<file path="src/verilog/etc_pkg.sv">
// Contract
// line zero-crossing pulses (120 or 100 pps) are divided down to a 2 Hz tick
// strap selects first division by 5 for 50 Hz or 6 for 60 Hz mains
// first divider also yields a 60 pps tick used as the fastest rate; the code takes it from a toggle on every second line pulse instead
// toggle halves 2 Hz into 1 pps; modulo-60 counter then gives 1 ppm
// timing chain is cascaded modulo 60, 10 and 10 counters (units, tens)
// normal speed counts hours and minutes, display advancing once per minute
// fast speed counts minutes and seconds, display advancing once per second
// test speed advances the display at 60 counts per second; the code gives 50 counts per second on 50 Hz mains
// controller holds reset low while timing and high in its reset state
// while reset is high every timing and display counter is forced to zero
// controller raises pause on power failure, malfunction or cycle end
// while pause is high all counters stop and the display stays unchanged; the code keeps the done-pulse counters running
// main-time digit is compared for equality with the units counter
// two-digit total-time setting is compared with units and tens counters
// main and total done outputs are half-second positive pulses on equality
// total done also fires when elapsed time reaches 60, whatever the setting
// operator total-time setting should not exceed 60
// display counts the selected tick in modulo-60 then modulo-100 stages
// each display digit is BCD decoded into seven-segment drive
// on mains failure readouts go dark but display counts are kept
// colon blinks once per second from the 1 pps tick
// controller switches from main to topping phase on main done
// controller enters cycle end on total done, cleared only by reset
// each done pulse fires once per equality event, never repeated while paused
package etc_pkg;
	localparam int CLK_HZ = 100_000_000;
	localparam int DONE_PULSE_MS = 500;
	localparam int DONE_CYC = CLK_HZ / 1000 * DONE_PULSE_MS;
	localparam logic [2:0] DIV_50HZ = 3'h5;
	localparam logic [2:0] DIV_60HZ = 3'h6;
	localparam logic [3:0] DIV_TEN = 4'h9;
	localparam logic [5:0] MOD60_LAST = 6'h3b;
	localparam logic [3:0] BCD_LAST = 4'h9;
	localparam logic [3:0] BCD_SIX = 4'h6;
	localparam logic [3:0] BCD_FIVE = 4'h5;
	localparam logic [7:0] ADDR_CTRL = 8'h00;
	localparam logic [7:0] ADDR_TIMING = 8'h04;
	localparam logic [7:0] ADDR_DISPLAY = 8'h08;
	localparam logic [31:0] CTRL_RESET = 32'h0000_0000;
	localparam int CTRL_SPEED_LSB = 0;
	localparam int CTRL_STRAP_BIT = 2;
	localparam int CTRL_MAIN_LSB = 8;
	localparam int CTRL_TOTAL_LSB = 16;
	localparam logic [1:0] RESP_OKAY = 2'h0;
	localparam logic [1:0] RESP_DECERR = 2'h3;

	typedef enum logic [1:0] {
		ETC_SPEED_NORMAL,
		ETC_SPEED_FAST,
		ETC_SPEED_TEST
	} etc_speed_type;

	typedef struct packed {
		logic [7:0] awaddr;
		logic awvalid;
		logic [31:0] wdata;
		logic [3:0] wstrb;
		logic wvalid;
		logic bready;
		logic [7:0] araddr;
		logic arvalid;
		logic rready;
	} etc_axi_req_type;

	typedef struct packed {
		logic awready;
		logic wready;
		logic bvalid;
		logic [1:0] bresp;
		logic arready;
		logic rvalid;
		logic [31:0] rdata;
		logic [1:0] rresp;
	} etc_axi_resp_type;

	function automatic logic [6:0] etc_seg(input logic [3:0] d);
		case (d)
			4'h0: etc_seg = 7'h3f;
			4'h1: etc_seg = 7'h06;
			4'h2: etc_seg = 7'h5b;
			4'h3: etc_seg = 7'h4f;
			4'h4: etc_seg = 7'h66;
			4'h5: etc_seg = 7'h6d;
			4'h6: etc_seg = 7'h7d;
			4'h7: etc_seg = 7'h07;
			4'h8: etc_seg = 7'h7f;
			4'h9: etc_seg = 7'h6f;
			default: etc_seg = 7'h00;
		endcase
	endfunction : etc_seg
endpackage : etc_pkg

</file>
<file path="src/verilog/etc_elapsed_timer.sv">
`timescale 1ns/1ps
module etc_elapsed_timer #(
	parameter int DONE_CYCLES = etc_pkg::DONE_CYC
) (
	// clock and bus reset
	input wire logic aclk,
	input wire logic aresetn,
	// register bus
	input wire etc_pkg::etc_axi_req_type axi_req,
	output etc_pkg::etc_axi_resp_type axi_resp,
	// controller side
	input wire logic line_sync_pulse,
	input wire logic timer_reset,
	input wire logic pause_request,
	input wire logic mains_ok,
	output logic main_time_done,
	output logic total_time_done,
	// readouts, digit 0 is the rightmost
	output logic [3:0][6:0] segments,
	output logic colon
);
	import etc_pkg::*;

	logic [31:0] ctrl_r;
	etc_speed_type speed_select_switch;
	logic mains_freq_strap;
	logic [3:0] main_time_selector;
	logic [7:0] total_time_selector;
	logic run;
	logic line_prev_r;
	logic line_edge;
	logic [2:0] pre_r;
	logic [2:0] pre_last;
	logic [3:0] dec_r;
	logic half60_r;
	logic tick2;
	logic tick60;
	logic half_r;
	logic tick1;
	logic [5:0] sec_r;
	logic tick_min;
	logic sel_tick;
	logic [5:0] sub_r;
	logic [3:0] units_r;
	logic [3:0] tens_r;
	logic sub_wrap;
	logic [3:0] dmin_lo_r;
	logic [3:0] dmin_hi_r;
	logic [3:0] dhr_lo_r;
	logic [3:0] dhr_hi_r;
	logic [3:0][3:0] digit_w;
	logic main_match;
	logic total_match;
	logic main_prev_r;
	logic total_prev_r;
	logic main_event;
	logic total_event;
	logic [31:0] main_cnt_r;
	logic [31:0] total_cnt_r;
	logic main_done_r;
	logic total_done_r;
	logic [3:0][6:0] seg_r;
	logic colon_r;
	// bus state
	logic awready_r;
	logic wready_r;
	logic aw_got_r;
	logic w_got_r;
	logic [7:0] awaddr_r;
	logic [31:0] wdata_r;
	logic [3:0] wstrb_r;
	logic bvalid_r;
	logic [1:0] bresp_r;
	logic arready_r;
	logic rvalid_r;
	logic [31:0] rdata_r;
	logic [1:0] rresp_r;
	logic wr_fire;

	assign speed_select_switch = etc_speed_type'(ctrl_r[CTRL_SPEED_LSB +: 2]);
	assign mains_freq_strap = ctrl_r[CTRL_STRAP_BIT];
	assign main_time_selector = ctrl_r[CTRL_MAIN_LSB +: 4];
	assign total_time_selector = ctrl_r[CTRL_TOTAL_LSB +: 8];

	// timing and display counters run only while neither reset nor pause is high
	assign run = !timer_reset && !pause_request;
	// the pulse is 1-2 ms wide, so only its leading edge counts
	assign line_edge = line_sync_pulse && !line_prev_r;

	always_ff @(posedge aclk) begin
		if (!aresetn) begin
			line_prev_r <= 1'b0;
		end else begin
			line_prev_r <= line_sync_pulse;
		end
	end

	// strap picks the first division
	assign pre_last = mains_freq_strap ? (DIV_50HZ - 3'h1) : (DIV_60HZ - 3'h1);
	// prescale then divide by ten gives 2 Hz
	assign tick2 = line_edge && run && (pre_r == pre_last) && (dec_r == DIV_TEN);
	// every second line pulse gives the fast rate
	assign tick60 = line_edge && run && half60_r;
	// R4 1 pps on the falling half of the toggle, 1 ppm after modulo 60
	assign tick1 = tick2 && half_r;
	assign tick_min = tick1 && (sec_r == MOD60_LAST);

	always_ff @(posedge aclk) begin
		if (!aresetn || timer_reset) begin
			pre_r <= 3'h0;
			dec_r <= 4'h0;
			half60_r <= 1'b0;
		end else if (line_edge && !pause_request) begin
			half60_r <= !half60_r;
			if (pre_r >= pre_last) begin
				pre_r <= 3'h0;
				dec_r <= (dec_r == DIV_TEN) ? 4'h0 : dec_r + 4'h1;
			end else begin
				pre_r <= pre_r + 3'h1;
			end
		end
	end

	always_ff @(posedge aclk) begin
		if (!aresetn || timer_reset) begin
			half_r <= 1'b0;
			sec_r <= 6'h00;
		end else begin
			if (tick2) begin
				half_r <= !half_r;
			end
			if (tick1) begin
				sec_r <= (sec_r == MOD60_LAST) ? 6'h00 : sec_r + 6'h01;
			end
		end
	end

	always_comb begin
		case (speed_select_switch)
			// hours and minutes
			ETC_SPEED_NORMAL: sel_tick = tick_min;
			// minutes and seconds
			ETC_SPEED_FAST: sel_tick = tick1;
			// one count every second line pulse: sixty a second on 60 Hz mains, fifty on 50 Hz
			ETC_SPEED_TEST: sel_tick = tick60;
			default: sel_tick = tick_min;
		endcase
	end

	// cascaded modulo 60, 10, 10 timing chain
	assign sub_wrap = sel_tick && (sub_r == MOD60_LAST);
	always_ff @(posedge aclk) begin
		// reset zeroes the timing chain
		if (!aresetn || timer_reset) begin
			sub_r <= 6'h00;
			units_r <= 4'h0;
			tens_r <= 4'h0;
		end else if (sel_tick) begin
			sub_r <= (sub_r == MOD60_LAST) ? 6'h00 : sub_r + 6'h01;
			if (sub_wrap) begin
				units_r <= (units_r == BCD_LAST) ? 4'h0 : units_r + 4'h1;
				if (units_r == BCD_LAST) begin
					tens_r <= (tens_r == BCD_LAST) ? 4'h0 : tens_r + 4'h1;
				end
			end
		end
	end

	// display: modulo 60 then modulo 100, in BCD
	// these counts survive a mains failure; only the readouts blank
	always_ff @(posedge aclk) begin
		// reset zeroes the display chain
		if (!aresetn || timer_reset) begin
			dmin_lo_r <= 4'h0;
			dmin_hi_r <= 4'h0;
			dhr_lo_r <= 4'h0;
			dhr_hi_r <= 4'h0;
		end else if (sel_tick) begin
			dmin_lo_r <= (dmin_lo_r == BCD_LAST) ? 4'h0 : dmin_lo_r + 4'h1;
			if (dmin_lo_r == BCD_LAST) begin
				dmin_hi_r <= (dmin_hi_r == BCD_FIVE) ? 4'h0 : dmin_hi_r + 4'h1;
				if (dmin_hi_r == BCD_FIVE) begin
					dhr_lo_r <= (dhr_lo_r == BCD_LAST) ? 4'h0 : dhr_lo_r + 4'h1;
					if (dhr_lo_r == BCD_LAST) begin
						dhr_hi_r <= (dhr_hi_r == BCD_LAST) ? 4'h0 : dhr_hi_r + 4'h1;
					end
				end
			end
		end
	end
	assign digit_w = {dhr_hi_r, dhr_lo_r, dmin_hi_r, dmin_lo_r};

	// single-digit main compare
	assign main_match = (units_r == main_time_selector);
	// two-digit total compare; R16 sixty always ends the cycle
	assign total_match = ({tens_r, units_r} == total_time_selector) || ((tens_r == BCD_SIX) && (units_r == 4'h0));
	// only a fresh equality fires, so a frozen count cannot re-trigger
	assign main_event = main_match && !main_prev_r && !timer_reset;
	assign total_event = total_match && !total_prev_r && !timer_reset;

	always_ff @(posedge aclk) begin
		if (!aresetn || timer_reset) begin
			main_prev_r <= 1'b0;
			total_prev_r <= 1'b0;
		end else begin
			main_prev_r <= main_match;
			total_prev_r <= total_match;
		end
	end

	// half-second done pulses
	always_ff @(posedge aclk) begin
		if (!aresetn || timer_reset) begin
			main_done_r <= 1'b0;
			main_cnt_r <= 32'h0000_0000;
		end else if (main_event) begin
			main_done_r <= 1'b1;
			main_cnt_r <= 32'(DONE_CYCLES - 1);
		end else if (main_cnt_r != 32'h0000_0000) begin
			main_cnt_r <= main_cnt_r - 32'h0000_0001;
		end else begin
			main_done_r <= 1'b0;
		end
	end

	always_ff @(posedge aclk) begin
		if (!aresetn || timer_reset) begin
			total_done_r <= 1'b0;
			total_cnt_r <= 32'h0000_0000;
		end else if (total_event) begin
			total_done_r <= 1'b1;
			total_cnt_r <= 32'(DONE_CYCLES - 1);
		end else if (total_cnt_r != 32'h0000_0000) begin
			total_cnt_r <= total_cnt_r - 32'h0000_0001;
		end else begin
			total_done_r <= 1'b0;
		end
	end

	// one decoder per digit
	generate
		for (genvar i = 0; i < 4; i++) begin : g_digit
			always_ff @(posedge aclk) begin
				if (!aresetn) begin
					seg_r[i] <= 7'h00;
				end else begin
					seg_r[i] <= mains_ok ? etc_seg(digit_w[i]) : 7'h00;
				end
			end
		end
	endgenerate

	// colon follows the 1 pps square wave
	always_ff @(posedge aclk) begin
		if (!aresetn) begin
			colon_r <= 1'b0;
		end else begin
			colon_r <= mains_ok && half_r;
		end
	end

	// register bus: address and data may arrive in either order
	assign wr_fire = aw_got_r && w_got_r && !bvalid_r;
	always_ff @(posedge aclk) begin
		if (!aresetn) begin
			awready_r <= 1'b1;
			wready_r <= 1'b1;
			aw_got_r <= 1'b0;
			w_got_r <= 1'b0;
			awaddr_r <= 8'h00;
			wdata_r <= 32'h0000_0000;
			wstrb_r <= 4'h0;
			bvalid_r <= 1'b0;
			bresp_r <= RESP_OKAY;
		end else begin
			if (axi_req.awvalid && awready_r) begin
				awready_r <= 1'b0;
				aw_got_r <= 1'b1;
				awaddr_r <= axi_req.awaddr;
			end
			if (axi_req.wvalid && wready_r) begin
				wready_r <= 1'b0;
				w_got_r <= 1'b1;
				wdata_r <= axi_req.wdata;
				wstrb_r <= axi_req.wstrb;
			end
			if (wr_fire) begin
				aw_got_r <= 1'b0;
				w_got_r <= 1'b0;
				bvalid_r <= 1'b1;
				bresp_r <= (awaddr_r[7:2] == ADDR_CTRL[7:2]) ? RESP_OKAY : RESP_DECERR;
			end
			if (bvalid_r && axi_req.bready) begin
				bvalid_r <= 1'b0;
				awready_r <= 1'b1;
				wready_r <= 1'b1;
			end
		end
	end

	generate
		for (genvar b = 0; b < 4; b++) begin : g_lane
			always_ff @(posedge aclk) begin
				if (!aresetn) begin
					ctrl_r[8*b +: 8] <= CTRL_RESET[8*b +: 8];
				end else if (wr_fire && wstrb_r[b] && (awaddr_r[7:2] == ADDR_CTRL[7:2])) begin
					ctrl_r[8*b +: 8] <= wdata_r[8*b +: 8];
				end
			end
		end
	endgenerate

	always_ff @(posedge aclk) begin
		if (!aresetn) begin
			arready_r <= 1'b1;
			rvalid_r <= 1'b0;
			rdata_r <= 32'h0000_0000;
			rresp_r <= RESP_OKAY;
		end else if (axi_req.arvalid && arready_r) begin
			arready_r <= 1'b0;
			rvalid_r <= 1'b1;
			rresp_r <= RESP_OKAY;
			case (axi_req.araddr[7:2])
				ADDR_CTRL[7:2]: rdata_r <= ctrl_r;
				ADDR_TIMING[7:2]: rdata_r <= {14'h0000, total_done_r, main_done_r, tens_r, units_r, 2'h0, sub_r};
				ADDR_DISPLAY[7:2]: rdata_r <= {15'h0000, half_r, dhr_hi_r, dhr_lo_r, dmin_hi_r, dmin_lo_r};
				default: begin
					rdata_r <= 32'h0000_0000;
					rresp_r <= RESP_DECERR;
				end
			endcase
		end else if (rvalid_r && axi_req.rready) begin
			rvalid_r <= 1'b0;
			arready_r <= 1'b1;
		end
	end

	assign axi_resp = '{awready: awready_r, wready: wready_r, bvalid: bvalid_r, bresp: bresp_r,
		arready: arready_r, rvalid: rvalid_r, rdata: rdata_r, rresp: rresp_r};
	assign main_time_done = main_done_r;
	assign total_time_done = total_done_r;
	assign segments = seg_r;
	assign colon = colon_r;
endmodule : etc_elapsed_timer

</file>
<file path="config.mk">
export PLATFORM = sky130hd
export DESIGN_NAME = etc_elapsed_timer
export DESIGN_NICKNAME = d
export VERILOG_FILES = /design/src/verilog/etc_pkg.sv /design/src/verilog/etc_elapsed_timer.sv
export SDC_FILE = /design/constraint.sdc
export NUM_CORES = 1
export LEC_CHECK = 0
export BUFFER_PORTS_ARGS = -buffer_cell sky130_fd_sc_hd__buf_2
export CAP_MARGIN = 20
export CELL_PAD_IN_SITES_DETAIL_PLACEMENT = 0
export CELL_PAD_IN_SITES_GLOBAL_PLACEMENT = 1
export CORE_ASPECT_RATIO = 2
export CORE_MARGIN = 5
export CORE_UTILIZATION = 25
export CTS_CLUSTER_DIAMETER = 200
export DETAILED_ROUTE_END_ITERATION = 8
export PLACE_DENSITY_LB_ADDON = 0.25
export SYNTH_ARGS = -nofsm -noshare
export SYNTH_HDL_FRONTEND = slang
export SYNTH_SLANG_ARGS = --single-unit
</file>
<file path="constraint.sdc">
create_clock -name aclk -period 6.35 [get_ports aclk]
set_clock_uncertainty 0.15 [all_clocks]
set_input_delay 1.27 -clock aclk [delete_from_list [all_inputs] [get_ports aclk]]
set_output_delay 1.27 -clock aclk [all_outputs]
set_load 0.01 [all_outputs]
</file>
# Word level (Yosys, flattened, before mapping)
# Memories as Yosys holds them, arrays and structs flattened. A register that Yosys moved wholly into a read port is not among the register bits.
# Index checks and enable logic that the tools add are counted.
# word_totals
register_bits	234
rom_bits	448
input_bits	63
out_inout_bits	72
elab_cells	169
memories	4
# classes
addsub	12
order_cmp	1
n_eq_ne	19
n_mux	27
n_bitwise	1
reduce_logical	66
# mem_list
memory	words	width	read_ports	rd_ports_with_merged_regs	wr	line_no	text
(no name shown)	16	7	1	1	0	etc_pkg.sv:78	case (d)
(no name shown)	16	7	1	1	0	etc_pkg.sv:78	
(no name shown)	16	7	1	1	0	etc_pkg.sv:78	
(no name shown)	16	7	1	1	0	etc_pkg.sv:78	
# ops
op	n
2-to-1 mux 26 bit	4
one-hot mux 32 bit (3 select lines)	1
nonzero test 32 bit	2
subtractor 32 x 1 -> 32 bit (second input constant)	2
logical AND 1 bit	31
adder 4 x 1 -> 4 bit (second input constant)	7
2-to-1 mux 4 bit	7
== test 4 bit (second input constant)	6
zero test 1 bit	13
adder 6 x 1 -> 6 bit (second input constant)	2
== test 6 bit (second input constant)	2
zero test 6 bit	2
2-to-1 mux 6 bit	2
2-to-1 mux 1 bit	9
== test 4 x 3 -> 1 bit (second input constant)	2
== test 8 bit	1
AND reduction 2 bit	4
OR reduction 2 bit	4
== test 6 x 1 -> 1 bit (second input constant)	1
== test 6 x 2 -> 1 bit (second input constant)	1
AND reduction 3 bit	2
nonzero test 2 bit	3
== test 4 bit	1
zero test 4 bit	1
13 further kinds	16

# Depth between registers and ports, before layout
# Gate-level depths: netlist of run 1.
# logic_depth
depth_word	10
mapped_depth	9
ltp_nobuf	7

# Worst setup path before layout of run 1
# Ideal clock, no wire load.
# synth_path
path_type	input port to flip-flop
from	input port timer_reset
to	register tens_r[0]
setup_time_ps	116
t_arrival_ps	2901
t_required_ps	6084
slack_ps	3183
cell_stages	5
path_buffers	0
path_cell_list	nor4b_1 a31oi_1 nor4_1 a21oi_1 a31o_2
# synth_between
elab_chain_len	10
elab_cells_between_ends	12
cone_classes	mux (1); reduce/logical (11)
# synth_rtl
item	line_no	text
start: declaration	etc_elapsed_timer.sv:13	input wire logic timer_reset,
zero test 1 bit	etc_elapsed_timer.sv:86	assign run = !timer_reset && !pause_request;
logical AND 1 bit	etc_elapsed_timer.sv:86	
logical AND 1 bit	etc_elapsed_timer.sv:101, etc_elapsed_timer.sv:103	
logical AND 1 bit (2 in series)	etc_elapsed_timer.sv:101	assign tick2 = line_edge && run && (pre_r == pre_last) && (dec_r == DIV_TEN);
logical AND 1 bit	etc_elapsed_timer.sv:105	assign tick1 = tick2 && half_r;
logical AND 1 bit	etc_elapsed_timer.sv:106	assign tick_min = tick1 && (sec_r == MOD60_LAST);
one-hot mux 1 bit (2 select lines)	etc_elapsed_timer.sv:139	case (speed_select_switch)
logical AND 1 bit	etc_elapsed_timer.sv:151	assign sub_wrap = sel_tick && (sub_r == MOD60_LAST);
AND reduction 3 bit (no line)	-	
end signal: assignment	etc_elapsed_timer.sv:163	tens_r <= (tens_r == BCD_LAST) ? 4'h0 : tens_r + 4'h1;
end: declaration	etc_elapsed_timer.sv:45	logic [3:0] tens_r;
# Parallel ways exist; a longest one is shown, timed or not.
# A chain may end at the register's enable or synchronous reset.

# Final worst setup path of run 1
# layout_path
from	input port timer_reset
to	register tens_r[2]
# The elaborated chain is that of the path after synthesis.

==> results of run 1 <==
where the power goes:
part           switching (mW)  internal [mW]  total [mW]  leakage, nW
Combinational           0.254          0.156       0.410         2.74
Clock                   0.707          0.968        1.67        0.458
Sequential             0.0411           1.67        1.71         2.10
Total                    1.00           2.79        3.79         5.30
flip-flops by register name, summed over array words and instances (netlist names), 3 cells and up:
signal	flops
main_cnt_r	32
rdata_r	32
total_cnt_r	32
wdata_r	32
segments	28
ctrl_r	24
total_time_selector	8
awaddr_r	6
sec_r	6
sub_r	6
dec_r	4
dhr_hi_r	4
dhr_lo_r	4
dmin_hi_r	4
dmin_lo_r	4
tens_r	4
units_r	4
wstrb_r	4
pre_r	3
critical path: cells and delay by family:
family / cells / cell delay, ns
simple gates: 2 / 1.37
compound gates: 3 / 0.87
buf+inv: 1 / 0.13
cells in the final DEF, fill, tap and decap left out, types with 5 or more instances in the layout:
master,netlist,layout
nor3_1,23,22
clkbuf_16,0,27
a21oi_1,95,95
o21ai_0,57,55
o31ai_1,22,22
buf_2,3,130
nand3b_1,5,5
nand3_1,55,55
buf_4,7,18
o21a_1,7,7
and2_1,6,6
nor4_1,23,21
nor2_1,98,98
or2_2,5,5
a31oi_1,25,25
nand4_1,14,14
clkbuf_8,0,9
o211ai_1,12,12
ha_1,39,39
dfxtp_1,258,258
and3b_1,5,5
xnor2_1,11,11
xor2_1,28,28
nor2b_1,39,39
nor4b_1,5,5
a22oi_1,30,30
nor3b_1,8,8
or3_1,44,44
nand2b_1,15,14
inv_1,31,31
nand2_1,182,182
mux2i_1,30,30
a21boi_0,77,77
and3_1,8,8
or4_1,32,32
Yosys cell counts, drive strengths merged (3+ instances only):
cell type  number  area [µm²]
or2             5        31.3
nor3b           8        60.1
nor4           24         156
o211ai         12        90.1
inv            31         116
xor2           28         245
nand3          55         275
dfxtp         258        5160
a21oi          95         475
a22oi          30         225
or3            44         275
nor4b           5        43.8
o21bai          3        22.5
o31ai          22         165
mux2i          30         300
buf            18         113
nor3           23         115
nand2         182         683
o21a            7        52.6
xnor2          11        96.3
a31oi          25         156
nor2b          39         244
nand3b          5        37.5
and3            8        50.1
clkbuf         80         300
nand2b         15        93.8
or4            34         263
nand4          14        87.6
o21ai          58         290
a21boi         77         578
o41ai           4        35.0
and2            6        37.5
nor2           98         368
and4            3        26.3
and3b           5        43.8
ha             39         488
per-layer routing:
metal / global-route usage / vias up
li1: - / 5196
met1: 0.148 / 4777
met2: 0.261 / 170
met3: 0.0222 / 47
met4: 0.0435 / 0
met5: 0 / -
stage by stage:
step / area, µm² / utilization
2_1_floorplan: 12000 / -
3_5_place_dp: 13200 / 0.278
4_1_cts: 14100 / 0.297
3_3_place_gp: 13200 / 0.278
6_report: 14100 / 0.298
5_1_grt: 14100 / 0.298
worst max path at each step:
stage,endpoint,slack [ns],cells after the start
2_1_floorplan,tens_r[0],3.18,5
3_3_place_gp,tens_r[0],2.51,6
3_5_place_dp,tens_r[2],2.44,6
4_1_cts,tens_r[2],3.05,6
5_1_grt,tens_r[0],2.84,6
6_report,tens_r[2],3.01,6
kinds of logic (layout without fill, tap and decap cells):
group / after synthesis / count (layout) / synth area share
flops: 258 / 258 / 0.430
xor+xnor: 39 / 39 / 0.0285
simple gates: 581 / 581 / 0.248
compound gates: 343 / 343 / 0.181
fa+ha+maj: 39 / 39 / 0.0407
buf+inv: 130 / 229 / 0.0444
mux: 32 / 32 / 0.0269
final cells by class:
| cell class | instances | area share |
|---|---|---|
| multi-input combinational | 1034 | 0.448 |
| sequential | 258 | 0.365 |
| clock buffer | 37 | 0.0568 |
| timing repair buffer | 149 | 0.0564 |
| tap | 632 | 0.0559 |
| clock inverter | 11 | 0.00902 |
| inverter | 32 | 0.00849 |
==> summary.md, run 1 <==
| Metric | Value |
|---|---|
| Outcome | `finished, final reports clean` |
| PD cells | `268 nW/µm²` |
| Area of the multi-input gates | `6340 µm²` |
| Setup TNS | `0 ns` |
| Seq/Total Area, Yosys | `0.430` |
| Drt pass-1 iters | `5` |
| Hold violation total from the final report | `0` |
| Wire length on met1 | `13.8 mm` |
| CP max stage delay | `0.97 ns` |
| Initial DRC count | `456` |
| CP Cell Sequence | `buf_2, nor4b_1, a31oi_1, nor4_1, a211oi_1, a31o_2` |
| CP startpoint kind | `input port` |
| Chip width | `165 µm` |
| Cells on worst reg2reg path | `7` |
| Vias in the first global route | `10200` |
| Starting density of the core | `0.253` |
| Synthesis-stage register bit count | `258` |
| CTS Buf Count | `26` |
| Residual DRC | `0` |
| Largest net degree at the start of global routing | `70` |
| Critical path endpoint category | `flop` |
| Synthesized area | `12000 µm²` |
| CP Launch Point | `timer_reset` |
| Share of layout cells above drive strength 1 | `0.143` |
| Die Area | `52700 µm²` |
| RSZ-0062 raised after global routing | `no` |
| Fillcell total | `5223` |
| P_leak | `5.30 nW` |
| Clock slew seen by the registers of the worst setup and hold paths | `0.07 ns` |
| Post-synthesis area per instance | `8.44 µm²` |
| Worst R2R Setup Slack | `3.10 ns` |
| Core region area | `47500 µm²` |
| Hold depth | `2` |
| IO Port Bufs | `130` |
| Post-synth EDFFs | `0` |
| GR Overflow Total | `0` |
| GP Congestion | `0.767` |
| Initial antenna violation count | `1` |
| CTS tree | `done` |
| Power, Total | `3.79 mW` |
| Final ANT Viol Nets | `0` |
| Sequential Area | `5160 µm²` |
| RR Endpoint | `tens_r[2]` |
| VDD IR max | `194 µV` |
| DP Wirelength | `26.7 mm` |
| Final setup margin | `3.01 ns` |
| Final Slew Violations | `0` |
| Top sig layer | `met4` |
| PostCTS Resize Cnt | `0` |
| CTS Hold Buffers Added | `0` |
| Crit-path slowest cell | `nor4_1` |
| Metal2 WL | `19.5 mm` |
| Clk_lat worst skew | `0.56 ns` |
| Ports | `135` |
| Reg-to-Reg Start | `ctrl_r[2]` |
| Maxcap violations | `0` |
| Worst hold slack | `0.316 ns` |
| Ys flop type | `dfxtp_1` |
| Ratio of final minimum period to clock period | `0.526` |
| Crit Path Class | `input port to flop` |
| # setup viols final | `0` |
| Hold path startpoint | `wdata_r[29]` |
| Tmin final | `3.34 ns` |
| Tightest Pin Transition | `1.02 ns` |
| Critical path arrival | `3.64 ns` |
| Syn. warnings | `0` |
| Post-synth net total | `1524` |
| Post-synth ARST share | `0` |
| Vias per Instance | `4.73` |
| DR vias | `10200` |
| Clock root buffer | `clkbuf_16` |
| Hold EP | `wdata_r[29]` |
| Area grow syn2layout | `17.9%` |
| Max Fanout on Critical Path | `9` |
| Count of cell types in the netlist | `56` |
| WL final | `36.0 mm` |
| DP Cell Count | `2104` |
| CTS Buffer Depth | `3` |
| Req. time, crit path | `6.65 ns` |
| Mapped Cells | `1422` |
| WL met3 | `1.51 mm` |
| Slew HR | `0.313` |
| Post-Place Setup Slack | `2.44 ns` |
| Hold Path Class | `flop to flop` |
| First-pass GRT wire length | `58.0 mm` |
| H-Tree Depth | `1` |
| # rows | `113` |
| Gr usage total | `0.136` |
| DR WL/cell | `16.7 µm` |
| Diodes inserted | `0` |
| Num Clock Sinks | `258` |
| Final #Nets | `1603` |
| Finished Layout Cells | `2153` |
| Setup bufs post-CTS | `0` |
| Max Clk Rate | `300 MHz` |
| Die height | `320 µm` |
Power figures use the tool's default switching activity.
==> run 2, diff against run 1 <==
==> constraint.sdc (replaced) <==
create_clock -name aclk -period 3 [get_ports aclk]
set_clock_uncertainty 0.15 [all_clocks]
set_input_delay 0.6 -clock aclk [delete_from_list [all_inputs] [get_ports aclk]]
set_output_delay 0.6 -clock aclk [all_outputs]
set_load 0.01 [all_outputs]
==> summary.md, run 2 (synthesized netlist as in run 1, its figures left out) <==
| Metric | Value |
|---|---|
| GP Congestion | `0.776 (+1.2%)` |
| Req. time, crit path | `3.33 ns (-3.32 ns)` |
| Outcome | `finished, final reports clean` |
| Initial DRC count | `456 (unchanged)` |
| Die height | `320 µm (unchanged)` |
| Area of the multi-input gates | `6340 µm² (about the same)` |
| Most frequent cells in the layout | `dfxtp_1 (258), nand2_1 (182), buf_2 (130)` |
| Top sig layer | `met4` |
| CTS Buffer Depth | `3 (unchanged)` |
| Chip width | `165 µm (unchanged)` |
| Slew HR | `0.502 (+0.189)` |
| DR vias | `10300 (+1.3%)` |
| CTS Buf Count | `27 (+3.8%)` |
| Critical path endpoint category | `flop` |
| Wire length on met1 | `13.9 mm (+0.67%)` |
| Residual DRC | `0 (unchanged)` |
| CP Cell Sequence | `or4_4, or4_4, or3_1, or4_1, a21oi_1` |
| Initial antenna violation count | `1 (unchanged)` |
| Clock slew seen by the registers of the worst setup and hold paths | `0.07 ns (about the same)` |
| CTS tree | `done` |
| PD cells | `561 nW/µm² (+110%)` |
| Final setup margin | `0.259 ns (-2.75 ns)` |
| Critical path arrival | `3.07 ns (-0.57 ns)` |
| Max Clk Rate | `365 MHz` |
| DR WL/cell | `16.6 µm (-0.35%)` |
| Fillcell total | `5200 (-0.44%)` |
| Core region area | `47500 µm² (unchanged)` |
| Setup TNS | `0 ns (unchanged)` |
| Clock root buffer | `clkbuf_16` |
| Kind of cell adding the most delay to the critical path | `simple AND/OR/NAND/NOR gates` |
| RSZ-0062 raised after global routing | `no` |
| Post-Place Setup Slack | `0.0286 ns (-2.41 ns)` |
| VDD IR max | `445 µV (+130%)` |
| Commonest non-fill, non-tap cell in the layout | `dfxtp_1` |
| Hold Path Class | `input port to flop` |
| DP Cell Count | `2140 (+1.7%)` |
| Critical path's most frequent cell | `or4_4` |
| Drt pass-1 iters | `4 (-1)` |
| Final #Nets | `1639 (+2.2%)` |
| Sequential Area | `5160 µm² (unchanged)` |
| Crit-path slowest cell | `or4_4` |
| Die Area | `52700 µm² (unchanged)` |
| Clk_lat worst skew | `0.57 ns (about the same)` |
| CP bufs+invs | `0 (-1)` |
| # rows | `113 (unchanged)` |
| Ratio of final minimum period to clock period | `0.914` |
| WL met3 | `1.60 mm (+6.3%)` |
| Max Fanout on Critical Path | `11 (+2)` |
| GR Overflow Total | `0 (unchanged)` |
| Maxcap violations | `0 (unchanged)` |
| IO Port Bufs | `130 (unchanged)` |
| H-Tree Depth | `1 (unchanged)` |
| P_leak | `5.47 nW (+3.1%)` |
| Hold violation total from the final report | `0 (unchanged)` |
| CP max stage delay | `0.63 ns (-0.34 ns)` |
| WL final | `36.4 mm (+1.3%)` |
| Share of layout cells above drive strength 1 | `0.162 (+0.0186)` |
| Vias per Instance | `4.72 (-0.35%)` |
| CP startpoint kind | `flop` |
| Area grow syn2layout | `20.3%` |
| Starting density of the core | `0.253 (unchanged)` |
| Crit Path Class | `flop to flop` |
| Tmin final | `2.74 ns` |
| Final Slew Violations | `0 (unchanged)` |
| First-pass GRT wire length | `58.0 mm (about the same)` |
| DP Wirelength | `27.6 mm (+3.1%)` |
| Gr usage total | `0.136 (+0.000859)` |
| Metal2 WL | `19.8 mm (+1.5%)` |
| Ports | `135 (unchanged)` |
| Largest net degree at the start of global routing | `116 (+66%)` |
| # setup viols final | `0 (unchanged)` |
| Tightest Pin Transition | `0.747 ns (-0.274 ns)` |
| Num Clock Sinks | `258 (unchanged)` |
| Finished Layout Cells | `2189 (+1.7%)` |
| Final ANT Viol Nets | `0 (unchanged)` |
| Vias in the first global route | `10400 (+2.4%)` |
==> run 2: final cells by class <==
cell class	count	area share
diodes	1	0.000173
well taps	632	0.0548
clock buffers	38	0.0545
clock inverters	10	0.00945
inverters	32	0.00832
flip-flops and latches	258	0.358
repair buffers	184	0.0757
multi-input cells	1034	0.439
==> run 2: per-stage QoR <==
step	power, mW	utilization	hold WS (ns)	cell area, µm²
after global placement	4.63	0.284	0.302	13500
after floorplan	4.30	-	0.288	12000
final	8.10	0.304	0.111	14400
after CTS	8.26	0.303	0.0814	14400
after detailed placement	4.64	0.284	0.305	13500
after global routing	8.48	0.304	0.114	14400
==> run 2: final timing paths <==
path                                   endpoint  depth (start not counted)       startpoint  slack, ns
worst max-delay path            total_cnt_r[31]                          5  total_cnt_r[12]       0.26
worst min-delay path                   wready_r                          2      axi_req[11]       0.11
worst max register to register  total_cnt_r[31]                          5  total_cnt_r[12]       0.26
worst min register to register  total_cnt_r[27]                          2  total_cnt_r[27]       0.31
==> run 2: worst register-to-register path: stages, from the launching register on <==
cell     delay, ns
dfxtp_1       0.36
or4_4         0.62
or4_4         0.63
or3_1         0.36
or4_1         0.41
a21oi_1       0.14
==> run 2: timing repair <==
item,4_1_cts,5_1_grt
hold buffers,0,0
hold endpoints to repair,0,0
setup buffers,0,0
resized for setup,0,3
setup endpoints to repair,0,6
==> run 2: layer usage <==
| metal | global-route usage | vias to the layer above |
|---|---|---|
| li1 | - | 5257 |
| met1 | 0.147 | 4825 |
| met2 | 0.261 | 184 |
| met3 | 0.0247 | 58 |
| met4 | 0.0466 | 0 |
| met5 | 0 | - |
==> run 2: power by group <==
part,leakage (nW),internal (mW),switching (mW)
combinational,2.92,0.379,0.555
sequential,2.10,3.53,0.0859
clock,0.447,2.08,1.46
